## src/core/qss_pkg.sv

```systemverilog
// constants and types for the quad supply reset supervisor
package qss_pkg;

  // ----------------------------------------------------------------
  // sequencer states and threshold selects
  // ----------------------------------------------------------------
  typedef enum logic [1:0] {
    QSS_ST_OFF  = 2'b00,
    QSS_ST_PROG = 2'b01,
    QSS_ST_RUN  = 2'b10
  } qss_state_type;

  typedef enum logic [2:0] {
    QSS_TH_5V0  = 3'b000,
    QSS_TH_3V3  = 3'b001,
    QSS_TH_3V0  = 3'b010,
    QSS_TH_2V5  = 3'b011,
    QSS_TH_1V8  = 3'b100,
    QSS_TH_1V5  = 3'b101,
    QSS_TH_ADJP = 3'b110,
    QSS_TH_ADJN = 3'b111
  } qss_thr_type;

  // ----------------------------------------------------------------
  // timing
  // ----------------------------------------------------------------
  localparam int QSS_CLK_NS         = 20;
  localparam int QSS_PROG_US        = 150;
  localparam int QSS_PROG_CYC       = QSS_PROG_US * 1000 / QSS_CLK_NS;
  localparam int QSS_MIN_DLY_US     = 50;
  localparam int QSS_MIN_DLY_CYC    =
    (QSS_MIN_DLY_US * 1000 + QSS_CLK_NS - 1) / QSS_CLK_NS;
  // 4.6 ms per nF is 4600 ns per pF of timing capacitance
  localparam int QSS_DLY_NS_PER_PF  = 4600;
  localparam int QSS_DLY_CYC_PER_PF = QSS_DLY_NS_PER_PF / QSS_CLK_NS;
  localparam int QSS_CAP_PF         = 0;

  function automatic int qss_delay_cyc(input int cap_pf);
    int c;
    c = cap_pf * QSS_DLY_CYC_PER_PF;
    return (c < QSS_MIN_DLY_CYC) ? QSS_MIN_DLY_CYC : c;
  endfunction

  // ----------------------------------------------------------------
  // mode table: {input one, two, three, four}
  // ----------------------------------------------------------------
  localparam int QSS_MODES = 16;
  localparam logic [11:0] QSS_MODE_TAB [QSS_MODES] = '{
    {QSS_TH_5V0, QSS_TH_3V3, QSS_TH_ADJP, QSS_TH_ADJP},
    {QSS_TH_5V0, QSS_TH_3V3, QSS_TH_ADJP, QSS_TH_ADJN},
    {QSS_TH_3V3, QSS_TH_2V5, QSS_TH_ADJP, QSS_TH_ADJP},
    {QSS_TH_3V3, QSS_TH_2V5, QSS_TH_ADJP, QSS_TH_ADJN},
    {QSS_TH_3V3, QSS_TH_2V5, QSS_TH_1V5,  QSS_TH_ADJP},
    {QSS_TH_5V0, QSS_TH_3V3, QSS_TH_2V5,  QSS_TH_ADJP},
    {QSS_TH_5V0, QSS_TH_3V3, QSS_TH_2V5,  QSS_TH_1V8},
    {QSS_TH_5V0, QSS_TH_3V3, QSS_TH_2V5,  QSS_TH_1V5},
    {QSS_TH_5V0, QSS_TH_3V0, QSS_TH_2V5,  QSS_TH_ADJP},
    {QSS_TH_5V0, QSS_TH_3V0, QSS_TH_ADJP, QSS_TH_ADJP},
    {QSS_TH_3V3, QSS_TH_2V5, QSS_TH_1V8,  QSS_TH_1V5},
    {QSS_TH_3V3, QSS_TH_2V5, QSS_TH_1V8,  QSS_TH_ADJP},
    {QSS_TH_3V3, QSS_TH_2V5, QSS_TH_1V8,  QSS_TH_ADJN},
    {QSS_TH_5V0, QSS_TH_3V3, QSS_TH_1V8,  QSS_TH_ADJN},
    {QSS_TH_5V0, QSS_TH_3V3, QSS_TH_1V8,  QSS_TH_ADJP},
    {QSS_TH_5V0, QSS_TH_3V0, QSS_TH_1V8,  QSS_TH_ADJP}
  };

  // ----------------------------------------------------------------
  // register map and fields
  // ----------------------------------------------------------------
  localparam logic [7:0] QSS_ADDR_CTRL   = 8'h00;
  localparam logic [7:0] QSS_ADDR_DELAY  = 8'h04;
  localparam logic [7:0] QSS_ADDR_STATUS = 8'h08;
  localparam int QSS_CTRL_SOFT_BIT = 0;
  localparam int QSS_ST_RSTN_BIT   = 0;
  localparam int QSS_ST_STATE_LSB  = 1;
  localparam int QSS_ST_CMP_BIT    = 3;
  localparam int QSS_ST_MODE_LSB   = 4;
  localparam int QSS_ST_UV_LSB     = 8;
  localparam int QSS_ST_PB_BIT     = 12;
  localparam logic [1:0] QSS_RESP_OKAY   = 2'h0;
  localparam logic [1:0] QSS_RESP_DECERR = 2'h3;

  // synchroniser lanes: 0..3 flags, then button, program ok, ref ok
  localparam int QSS_SYNC_W  = 7;
  localparam int QSS_SY_PB   = 4;
  localparam int QSS_SY_PROG = 5;
  localparam int QSS_SY_REF  = 6;

endpackage

```

## src/core/qss_sync_if.sv

```systemverilog
// raw and synchronised input lanes between top and synchroniser
`timescale 1ns/1ns
`default_nettype none
interface qss_sync_if #(parameter int W = 1);
  logic [W-1:0] raw;
  logic [W-1:0] sync;
  modport src (output raw, input sync);
  modport syn (input raw, output sync);
endinterface // qss_sync_if
`default_nettype wire

```

## src/core/qss_sync.sv

```systemverilog
// two-stage synchroniser for the supervisor's asynchronous inputs
`timescale 1ns/1ns
`default_nettype none
module qss_sync #(
  parameter int W = 1
) (
  // clock and reset
  input  wire logic clk,
  input  wire logic rstn,
  input  wire logic clk_en,
  // lanes
  qss_sync_if.syn   sif
);
  genvar i;
  generate
    for (i = 0; i < W; i++) begin : g_lane
      logic meta_r;
      logic sync_r;
      // first stage feeds only the second
      always_ff @(posedge clk or negedge rstn) begin
        if (!rstn) begin
          meta_r <= 1'h0;
          sync_r <= 1'h0;
        end else if (clk_en) begin
          meta_r <= sif.raw[i];
          sync_r <= meta_r;
        end
      end
      assign sif.sync[i] = sync_r;
    end
  endgenerate
endmodule // qss_sync
`default_nettype wire

```

## src/core/qss_top.sv

```systemverilog
// quad supply reset supervisor: sequencer, delay timer, AXI4-Lite regs
// Functional notes
// - any undervoltage flag forces reset low
// - all good starts timer, release after delay
// - delay scales 4.6 ms per nF
// - no capacitor still gives 50 us minimum
// - pushbutton low forces reset low
// - pushbutton release: reset after delay if good
// - pushbutton debounced by same delay timer
// - reset low as soon as supply reaches 1V
// - reset held until programming completes
// - 150 us programming window latches mode
// - comparators enabled right after programming
// - sixteen modes select threshold combinations
// - input one uses 5V or 3.3V
// - input two uses 3.3V, 3V or 2.5V
// - input three preset or positive adjustable
// - input four preset or either adjustable
// - reference lost: reprogram above 2.4V
//
// The AXI4-Lite slave port and the register addresses were left to the implementer.
`timescale 1ns/1ns
`default_nettype none
module qss_top
  import qss_pkg::*;
#(
  parameter int CAP_PF   = QSS_CAP_PF,
  parameter int PROG_CYC = QSS_PROG_CYC,
  parameter int DLY_CYC  = qss_delay_cyc(CAP_PF),
  parameter int AW       = 8
) (
  // clock, reset (reset models the 1V supply point)
  input  wire logic          clk,
  input  wire logic          rstn,
  input  wire logic          clk_en,
  // supply monitor side
  input  wire logic [3:0]    uv_flag,
  input  wire logic          pushbutton_reset_n,
  input  wire logic [3:0]    mode_select_level,
  input  wire logic          supply_prog_ok,
  input  wire logic          ref_valid,
  // comparator control
  output logic               comparator_enable,
  output qss_thr_type        thr_supply_input_one,
  output qss_thr_type        thr_supply_input_two,
  output qss_thr_type        thr_supply_input_three,
  output qss_thr_type        thr_supply_input_four,
  // system reset
  output logic               sys_reset_n,
  // axi4-lite write
  input  wire logic [AW-1:0] awaddr,
  input  wire logic          awvalid,
  output logic               awready,
  input  wire logic [31:0]   wdata,
  input  wire logic [3:0]    wstrb,
  input  wire logic          wvalid,
  output logic               wready,
  output logic [1:0]         bresp,
  output logic               bvalid,
  input  wire logic          bready,
  // axi4-lite read
  input  wire logic [AW-1:0] araddr,
  input  wire logic          arvalid,
  output logic               arready,
  output logic [31:0]        rdata,
  output logic [1:0]         rresp,
  output logic               rvalid,
  input  wire logic          rready
);

  // ----------------------------------------------------------------
  // input synchronisers
  // ----------------------------------------------------------------
  qss_sync_if #(.W(QSS_SYNC_W)) sif ();

  assign sif.raw = {ref_valid, supply_prog_ok, pushbutton_reset_n,
                    uv_flag};

  qss_sync #(.W(QSS_SYNC_W)) u_sync (
    .clk    (clk),
    .rstn   (rstn),
    .clk_en (clk_en),
    .sif    (sif)
  );

  logic [3:0] uv_s;
  logic       pb_s;
  logic       prog_s;
  logic       ref_s;

  assign uv_s   = sif.sync[3:0];
  assign pb_s   = sif.sync[QSS_SY_PB];
  assign prog_s = sif.sync[QSS_SY_PROG];
  assign ref_s  = sif.sync[QSS_SY_REF];

  // ----------------------------------------------------------------
  // power-up sequencer
  // ----------------------------------------------------------------
  qss_state_type state_r;
  qss_state_type state_nxt;
  logic [31:0]   prog_cnt_r;
  logic [3:0]    mode_r;
  logic          prog_end_w;

  assign prog_end_w = (prog_cnt_r == 32'(PROG_CYC - 1));

  always_comb begin
    state_nxt = state_r;
    unique case (state_r)
      QSS_ST_OFF: begin
        if (prog_s) state_nxt = QSS_ST_PROG;
      end
      QSS_ST_PROG: begin
        if (!prog_s) state_nxt = QSS_ST_OFF;
        else if (prog_end_w) state_nxt = QSS_ST_RUN;
      end
      QSS_ST_RUN: begin
        // lost reference forces a fresh programming pass
        if (!ref_s) state_nxt = QSS_ST_OFF;
      end
      default: state_nxt = QSS_ST_OFF;
    endcase
  end

  always_ff @(posedge clk or negedge rstn) begin
    if (!rstn) state_r <= QSS_ST_OFF;
    else if (clk_en) state_r <= state_nxt;
  end

  always_ff @(posedge clk or negedge rstn) begin
    if (!rstn) prog_cnt_r <= 32'h0;
    else if (clk_en) begin
      if (state_r != QSS_ST_PROG) prog_cnt_r <= 32'h0;
      else if (!prog_end_w) prog_cnt_r <= prog_cnt_r + 32'h1;
    end
  end

  // mode only changes on the programming exit edge
  always_ff @(posedge clk or negedge rstn) begin
    if (!rstn) mode_r <= 4'h0;
    else if (clk_en && state_r == QSS_ST_PROG &&
             state_nxt == QSS_ST_RUN)
      mode_r <= mode_select_level;
  end

  logic [11:0] thr_w;
  assign thr_w = QSS_MODE_TAB[mode_r];
  assign thr_supply_input_one   = qss_thr_type'(thr_w[11:9]);
  assign thr_supply_input_two   = qss_thr_type'(thr_w[8:6]);
  assign thr_supply_input_three = qss_thr_type'(thr_w[5:3]);
  assign thr_supply_input_four  = qss_thr_type'(thr_w[2:0]);
  assign comparator_enable      = (state_r == QSS_ST_RUN);

  // ----------------------------------------------------------------
  // reset delay timer
  // ----------------------------------------------------------------
  logic [31:0] delay_r;
  logic        soft_r;
  logic [31:0] term_w;
  logic [31:0] cnt_r;
  logic        rel_r;
  logic        run_w;
  logic        fault_w;

  // a too-small programmed value cannot undercut the floor
  assign term_w = (delay_r < 32'(QSS_MIN_DLY_CYC)) ?
                  32'(QSS_MIN_DLY_CYC) : delay_r;
  assign run_w  = (state_r == QSS_ST_RUN) && (state_nxt == QSS_ST_RUN);
  // flags only count once comparators run; all lanes used by every mode
  assign fault_w = (run_w && (|uv_s)) || !pb_s || soft_r;

  always_ff @(posedge clk or negedge rstn) begin
    if (!rstn) cnt_r <= 32'h0;
    else if (clk_en) begin
      if (!run_w || fault_w) cnt_r <= 32'h0;
      else if (!rel_r) cnt_r <= cnt_r + 32'h1;
    end
  end

  always_ff @(posedge clk or negedge rstn) begin
    if (!rstn) rel_r <= 1'h0;
    else if (clk_en) begin
      if (!run_w || fault_w) rel_r <= 1'h0;
      else if (cnt_r == term_w - 32'h1) rel_r <= 1'h1;
    end
  end

  assign sys_reset_n = rel_r;

  // ----------------------------------------------------------------
  // axi4-lite slave
  // ----------------------------------------------------------------
  logic          aw_got_r;
  logic [AW-1:0] aw_addr_r;
  logic          w_got_r;
  logic [31:0]   w_data_r;
  logic [3:0]    w_strb_r;
  logic          bvalid_r;
  logic [1:0]    bresp_r;
  logic          rvalid_r;
  logic [1:0]    rresp_r;
  logic [31:0]   rdata_r;
  logic          aw_hs;
  logic          w_hs;
  logic          wr_fire;
  logic [AW-1:0] wr_addr;
  logic [31:0]   wr_data;
  logic [3:0]    wr_strb;

  assign awready = clk_en && !aw_got_r && !bvalid_r;
  assign wready  = clk_en && !w_got_r && !bvalid_r;
  assign arready = clk_en && !rvalid_r;
  assign aw_hs   = awvalid && awready;
  assign w_hs    = wvalid && wready;
  assign wr_fire = (aw_got_r || aw_hs) && (w_got_r || w_hs);
  assign wr_addr = aw_got_r ? aw_addr_r : awaddr;
  assign wr_data = w_got_r ? w_data_r : wdata;
  assign wr_strb = w_got_r ? w_strb_r : wstrb;
  assign bvalid  = bvalid_r;
  assign bresp   = bresp_r;
  assign rvalid  = rvalid_r;
  assign rresp   = rresp_r;
  assign rdata   = rdata_r;

  always_ff @(posedge clk or negedge rstn) begin
    if (!rstn) begin
      aw_got_r  <= 1'h0;
      aw_addr_r <= '0;
      w_got_r   <= 1'h0;
      w_data_r  <= 32'h0;
      w_strb_r  <= 4'h0;
    end else if (clk_en) begin
      if (wr_fire) begin
        aw_got_r <= 1'h0;
        w_got_r  <= 1'h0;
      end else begin
        if (aw_hs) begin
          aw_got_r  <= 1'h1;
          aw_addr_r <= awaddr;
        end
        if (w_hs) begin
          w_got_r  <= 1'h1;
          w_data_r <= wdata;
          w_strb_r <= wstrb;
        end
      end
    end
  end

  logic wr_hit;
  assign wr_hit = (wr_addr == AW'(QSS_ADDR_CTRL)) ||
                  (wr_addr == AW'(QSS_ADDR_DELAY));

  always_ff @(posedge clk or negedge rstn) begin
    if (!rstn) begin
      bvalid_r <= 1'h0;
      bresp_r  <= QSS_RESP_OKAY;
    end else if (clk_en) begin
      if (wr_fire) begin
        bvalid_r <= 1'h1;
        bresp_r  <= wr_hit ? QSS_RESP_OKAY : QSS_RESP_DECERR;
      end else if (bready) bvalid_r <= 1'h0;
    end
  end

  always_ff @(posedge clk or negedge rstn) begin
    if (!rstn) soft_r <= 1'h0;
    else if (clk_en && wr_fire && wr_addr == AW'(QSS_ADDR_CTRL) &&
             wr_strb[0])
      soft_r <= wr_data[QSS_CTRL_SOFT_BIT];
  end

  always_ff @(posedge clk or negedge rstn) begin
    if (!rstn) delay_r <= 32'(DLY_CYC);
    else if (clk_en && wr_fire && wr_addr == AW'(QSS_ADDR_DELAY)) begin
      for (int b = 0; b < 4; b++) begin
        if (wr_strb[b]) delay_r[b*8 +: 8] <= wr_data[b*8 +: 8];
      end
    end
  end

  logic [31:0] status_w;
  always_comb begin
    status_w = 32'h0;
    status_w[QSS_ST_RSTN_BIT] = rel_r;
    status_w[QSS_ST_STATE_LSB +: 2] = state_r;
    status_w[QSS_ST_CMP_BIT] = comparator_enable;
    status_w[QSS_ST_MODE_LSB +: 4] = mode_r;
    status_w[QSS_ST_UV_LSB +: 4] = uv_s;
    status_w[QSS_ST_PB_BIT] = pb_s;
  end

  always_ff @(posedge clk or negedge rstn) begin
    if (!rstn) begin
      rvalid_r <= 1'h0;
      rresp_r  <= QSS_RESP_OKAY;
      rdata_r  <= 32'h0;
    end else if (clk_en) begin
      if (arvalid && arready) begin
        rvalid_r <= 1'h1;
        rresp_r  <= QSS_RESP_OKAY;
        if (araddr == AW'(QSS_ADDR_CTRL))
          rdata_r <= {31'h0, soft_r};
        else if (araddr == AW'(QSS_ADDR_DELAY))
          rdata_r <= delay_r;
        else if (araddr == AW'(QSS_ADDR_STATUS))
          rdata_r <= status_w;
        else begin
          rdata_r <= 32'h0;
          rresp_r <= QSS_RESP_DECERR;
        end
      end else if (rready) rvalid_r <= 1'h0;
    end
  end
endmodule // qss_top
`default_nettype wire

```

## config.mk

```make
export PLATFORM = sky130hd
export DESIGN_NAME = qss_top
export DESIGN_NICKNAME = d
export VERILOG_FILES = /design/src/core/qss_pkg.sv /design/src/core/qss_sync_if.sv /design/src/core/qss_sync.sv /design/src/core/qss_top.sv
export SDC_FILE = /design/constraint.sdc
export NUM_CORES = 1
export LEC_CHECK = 0
export BUFFER_PORTS_ARGS = -buffer_cell sky130_fd_sc_hd__buf_2
export CAP_MARGIN = 25
export CORE_ASPECT_RATIO = 1.2
export CORE_UTILIZATION = 40
export DETAILED_ROUTE_END_ITERATION = 6
export GPL_TIMING_DRIVEN = 0
export REMOVE_ABC_BUFFERS = 1
export SETUP_SLACK_MARGIN = 0.3
export SYNTH_ARGS = -nofsm -noshare
export SYNTH_HDL_FRONTEND = slang
export SYNTH_HIERARCHICAL = 1
export SYNTH_SLANG_ARGS = --single-unit
export TNS_END_PERCENT = 20
```

## constraint.sdc

```tcl
create_clock -name clk -period 3.8 [get_ports clk]
set_input_delay 0.38 -clock clk [delete_from_list [all_inputs] [get_ports clk]]
set_output_delay 0.38 -clock clk [all_outputs]
set_load 0.005 [all_outputs]
```

==> results.yml <==
run_status:
  outcome: "completed"
routing:
  wl_um: 25300
  dr_total_vias: 7972
  routedWlPerCell_um: 17.2
  drc_errors: 0
  drt_pass1_iterations: 5
  antenna_left: 0
  avgViaCountPerCell: 5.41
  drt_iter0_markers: 588
global_routing:
  grt_start_max_net_pins: 121
  grt_pass1_vias: 7536
  track_usage_pct: 19.6
  overflow: 0
  antenna_found_initial: 5
  grt_first_pass_wirelength_um: 40400
min_path:
  hp-class: "input port to flip-flop"
layout:
  area_growth_pct: 17.6
  post-route-util_pct: 48.0
  final_cell_area_um2: 12300
  finalNetCount: 1207
  drive_gt1_share_pct: 25.1
  layoutNonFillerInstCount: 1474
worst_setup_path:
  critical_path_class: "flip-flop to flip-flop"
  arrival_ns: 3.87
  worst_ep_required_time_ns: 4.15
  worstSetupStartpointType: "flip-flop"
  crit_fanout: 5
  end_kind: "flip-flop"
synthesis:
  synth_cell_types: 61
  synth-seq-cells: 200
  synth-seq-area-share_pct: 48.1
  synth_area_per_cell_um2: 10.2
  synth_ff_type: "dfrtp_1"
  synth_warnings: 6
  synth_edf_count: 0
  syn_area_um2: 10400
  async_flop_share_pct: 100
  syn_inst: 1020
timing:
  finalHoldViolations: 0
  drv_slew: 0
  timing.final.crit_share_pct: 92.6
  rsz0062_at_grt: "yes"
  fmax_mhz: 284
  fin_crit_ns: 3.52
  slew_headroom_pct: 31.0
  worst_slew_pin_slew_ns: 1.01
  layout_setup_ws_ns: 0.282
  fin_skew_ns: 0.0137
  finalSetupViolations: 0
place:
  place.gp.congestion: 0.843
  pre_cts_ws_ns: -0.760
  dp_cells: 1418
  placed_cell_area_um2: 11300
  port_buffers: 121
  hpwlAfterDp_um: 17900
floorplan:
  initial_core_util_pct: 40.8
  core_um2: 25500
  dieArea_um2: 26700
  die_h_um: 179
  chipWidth_um: 149
  rows: 64
  ioPinCount: 126
clock_network:
  cts_root_buf: "clkbuf_16"
  clkTransAtPathRegs_ns: 0.08
  cts_made_buffers: 17
  clk_latency_ns: 0.44
  cts_tree: "yes"
  cts_num_sinks: 200
  clockBufferDepth: 2
  cts-htree-levels: 4
power_and_ir_drop:
  leakage_nw: 5.66
  p_total_mw: 7.91
  p_per_area_nw_per_um2: 645
  ir_worst_vdd_mv: 0.409
run:
  maxCapViolations: 0
==> path summary, 6_finish.rpt <==
kind	start	cells after the start	slack (ns)	end
worst max-delay path	delay_r[30]	14	0.28	sys_reset_n
worst min-delay path	mode_select_level[2]	3	0.15	mode_r[2]
worst max register to register	delay_r[30]	14	0.28	sys_reset_n
worst min register to register	rdata[0]	2	0.48	rdata[0]
max in group asynchronous	rstn	3	2.26	w_got_r
min in group asynchronous	rstn	2	0.48	cnt_r[28]
==> Yosys cell counts, types with 7 or more instances <==
master | instances | area [um2]
a222oi_1 | 12 | 120
o21ai_0 | 27 | 135
a22o_1 | 19 | 166
nor4_1 | 18 | 113
dfrtp_1 | 195 | 4880
nand2b_1 | 7 | 43.8
inv_1 | 33 | 124
ha_1 | 9 | 113
o211ai_1 | 7 | 52.6
nor2b_1 | 9 | 56.3
clkbuf_1 | 41 | 154
buf_4 | 13 | 97.6
xnor2_1 | 42 | 368
nand2_1 | 69 | 259
and3_1 | 14 | 87.6
mux2_2 | 64 | 721
nand3_1 | 39 | 195
nor3_1 | 20 | 100
nor4b_1 | 8 | 70.1
xor2_1 | 51 | 447
nand4_1 | 22 | 138
a21oi_1 | 46 | 230
nor2_1 | 119 | 447
mux2i_1 | 40 | 400
==> logic make-up after synthesis <==
group,after synthesis,share of synthesized area [%]
simple gates,357,17.1
flops,200,48.1
compound gates,157,10.7
mux,105,11.0
buf+inv,97,4.17
xor+xnor,93,7.82
fa+ha+maj,9,1.08
other cells,2,0.0721
==> flip-flops by register name, summed over array words and instances (netlist names) <==
| register | count |
|---|---|
| cnt_r | 32 |
| delay_r | 32 |
| prog_cnt_r | 32 |
| rdata | 32 |
| w_data_r | 32 |
| aw_addr_r | 8 |
| u_sync/g_lane.meta_r | 7 |
| u_sync/g_lane.sync_r | 7 |
| mode_r | 4 |
| w_strb_r | 4 |
| state_r | 2 |
| aw_got_r | 1 |
| bresp | 1 |
| bvalid | 1 |
| rresp | 1 |
| rvalid | 1 |
| soft_r | 1 |
| sys_reset_n | 1 |
| w_got_r | 1 |
==> stage by stage <==
stage	TNS, ns	hold slack [ns]
finish	0	0.146
global route	0	0.144
CTS	0	0.133
detailed placement	-0.760	0.405
global placement	-331.21	0.461
floorplan	0	0.0844
==> routing by layer <==
metal,global-route usage [%],vias to the layer above,wire (um)
met3,3.74,29,966
met4,6.38,2,481
met1,24.8,3956,11100
li1,-,3833,-
met5,0,-,13
met2,33.4,152,12800
==> cell type report <==
| class | count | area [um2] |
|---|---|---|
| repair buffers | 150 | 925 |
| multi-input cells | 725 | 5140 |
| flip-flops and latches | 200 | 5020 |
| fillers | 2404 | 13300 |
| clock buffers | 20 | 437 |
| diodes | 4 | 10.0 |
| inverters | 33 | 124 |
| clock inverters | 12 | 188 |
| well taps | 330 | 413 |
==> repair_timing <==
item / 4_1_cts / 5_1_grt
gates resized for setup: 21 / 11
setup endpoints to repair: 1 / 1
pin swaps: 8 / 13
endpoints found under the hold margin: 80 / 0
buffers inserted: 10 / 6
hold buffers: 1 / 0
==> where the power goes <==
group	total, mW	internal, mW	leakage, nW	switching, mW
clock	1.96	1.12	0.307	0.839
sequential	3.01	2.53	2.61	0.480
combinational	2.94	1.42	2.74	1.52
==> worst max-delay path: stages, from the launching register on <==
cell and delay [ns]:
dfrtp_2 0.44, nor4_4 0.32, nand4_1 0.24, or3_4 0.48, nand2_4 0.09, ha_4 0.16, nor4b_4 0.28, nand2_4 0.11
buf_6 0.13, a2111oi_4 0.36, mux2i_1 0.17, a2111oi_2 0.21, and4_1 0.24, nand4_1 0.08, o22ai_1 0.13
==> cell usage in the layout (no fill, tap or decap), types with 5 or more instances in the layout <==
cell type,n
a21oi_1,46
a222oi_1,12
a22o_1,19
and3_1,14
and4_1,6
buf_2,121
buf_4,17
clkbuf_16,17
dfrtp_1,187
dfrtp_2,8
dfstp_2,5
ha_1,8
inv_1,33
mux2_2,64
mux2i_1,40
nand2_1,66
nand2b_1,7
nand3_1,38
nand4_1,22
nor2_1,117
nor2b_1,9
nor3_1,17
nor4_1,17
nor4b_1,7
o211ai_1,7
o21ai_0,27
o22ai_1,6
or3_1,5
xnor2_1,42
xor2_1,50
(Power assumes the default switching activity.)
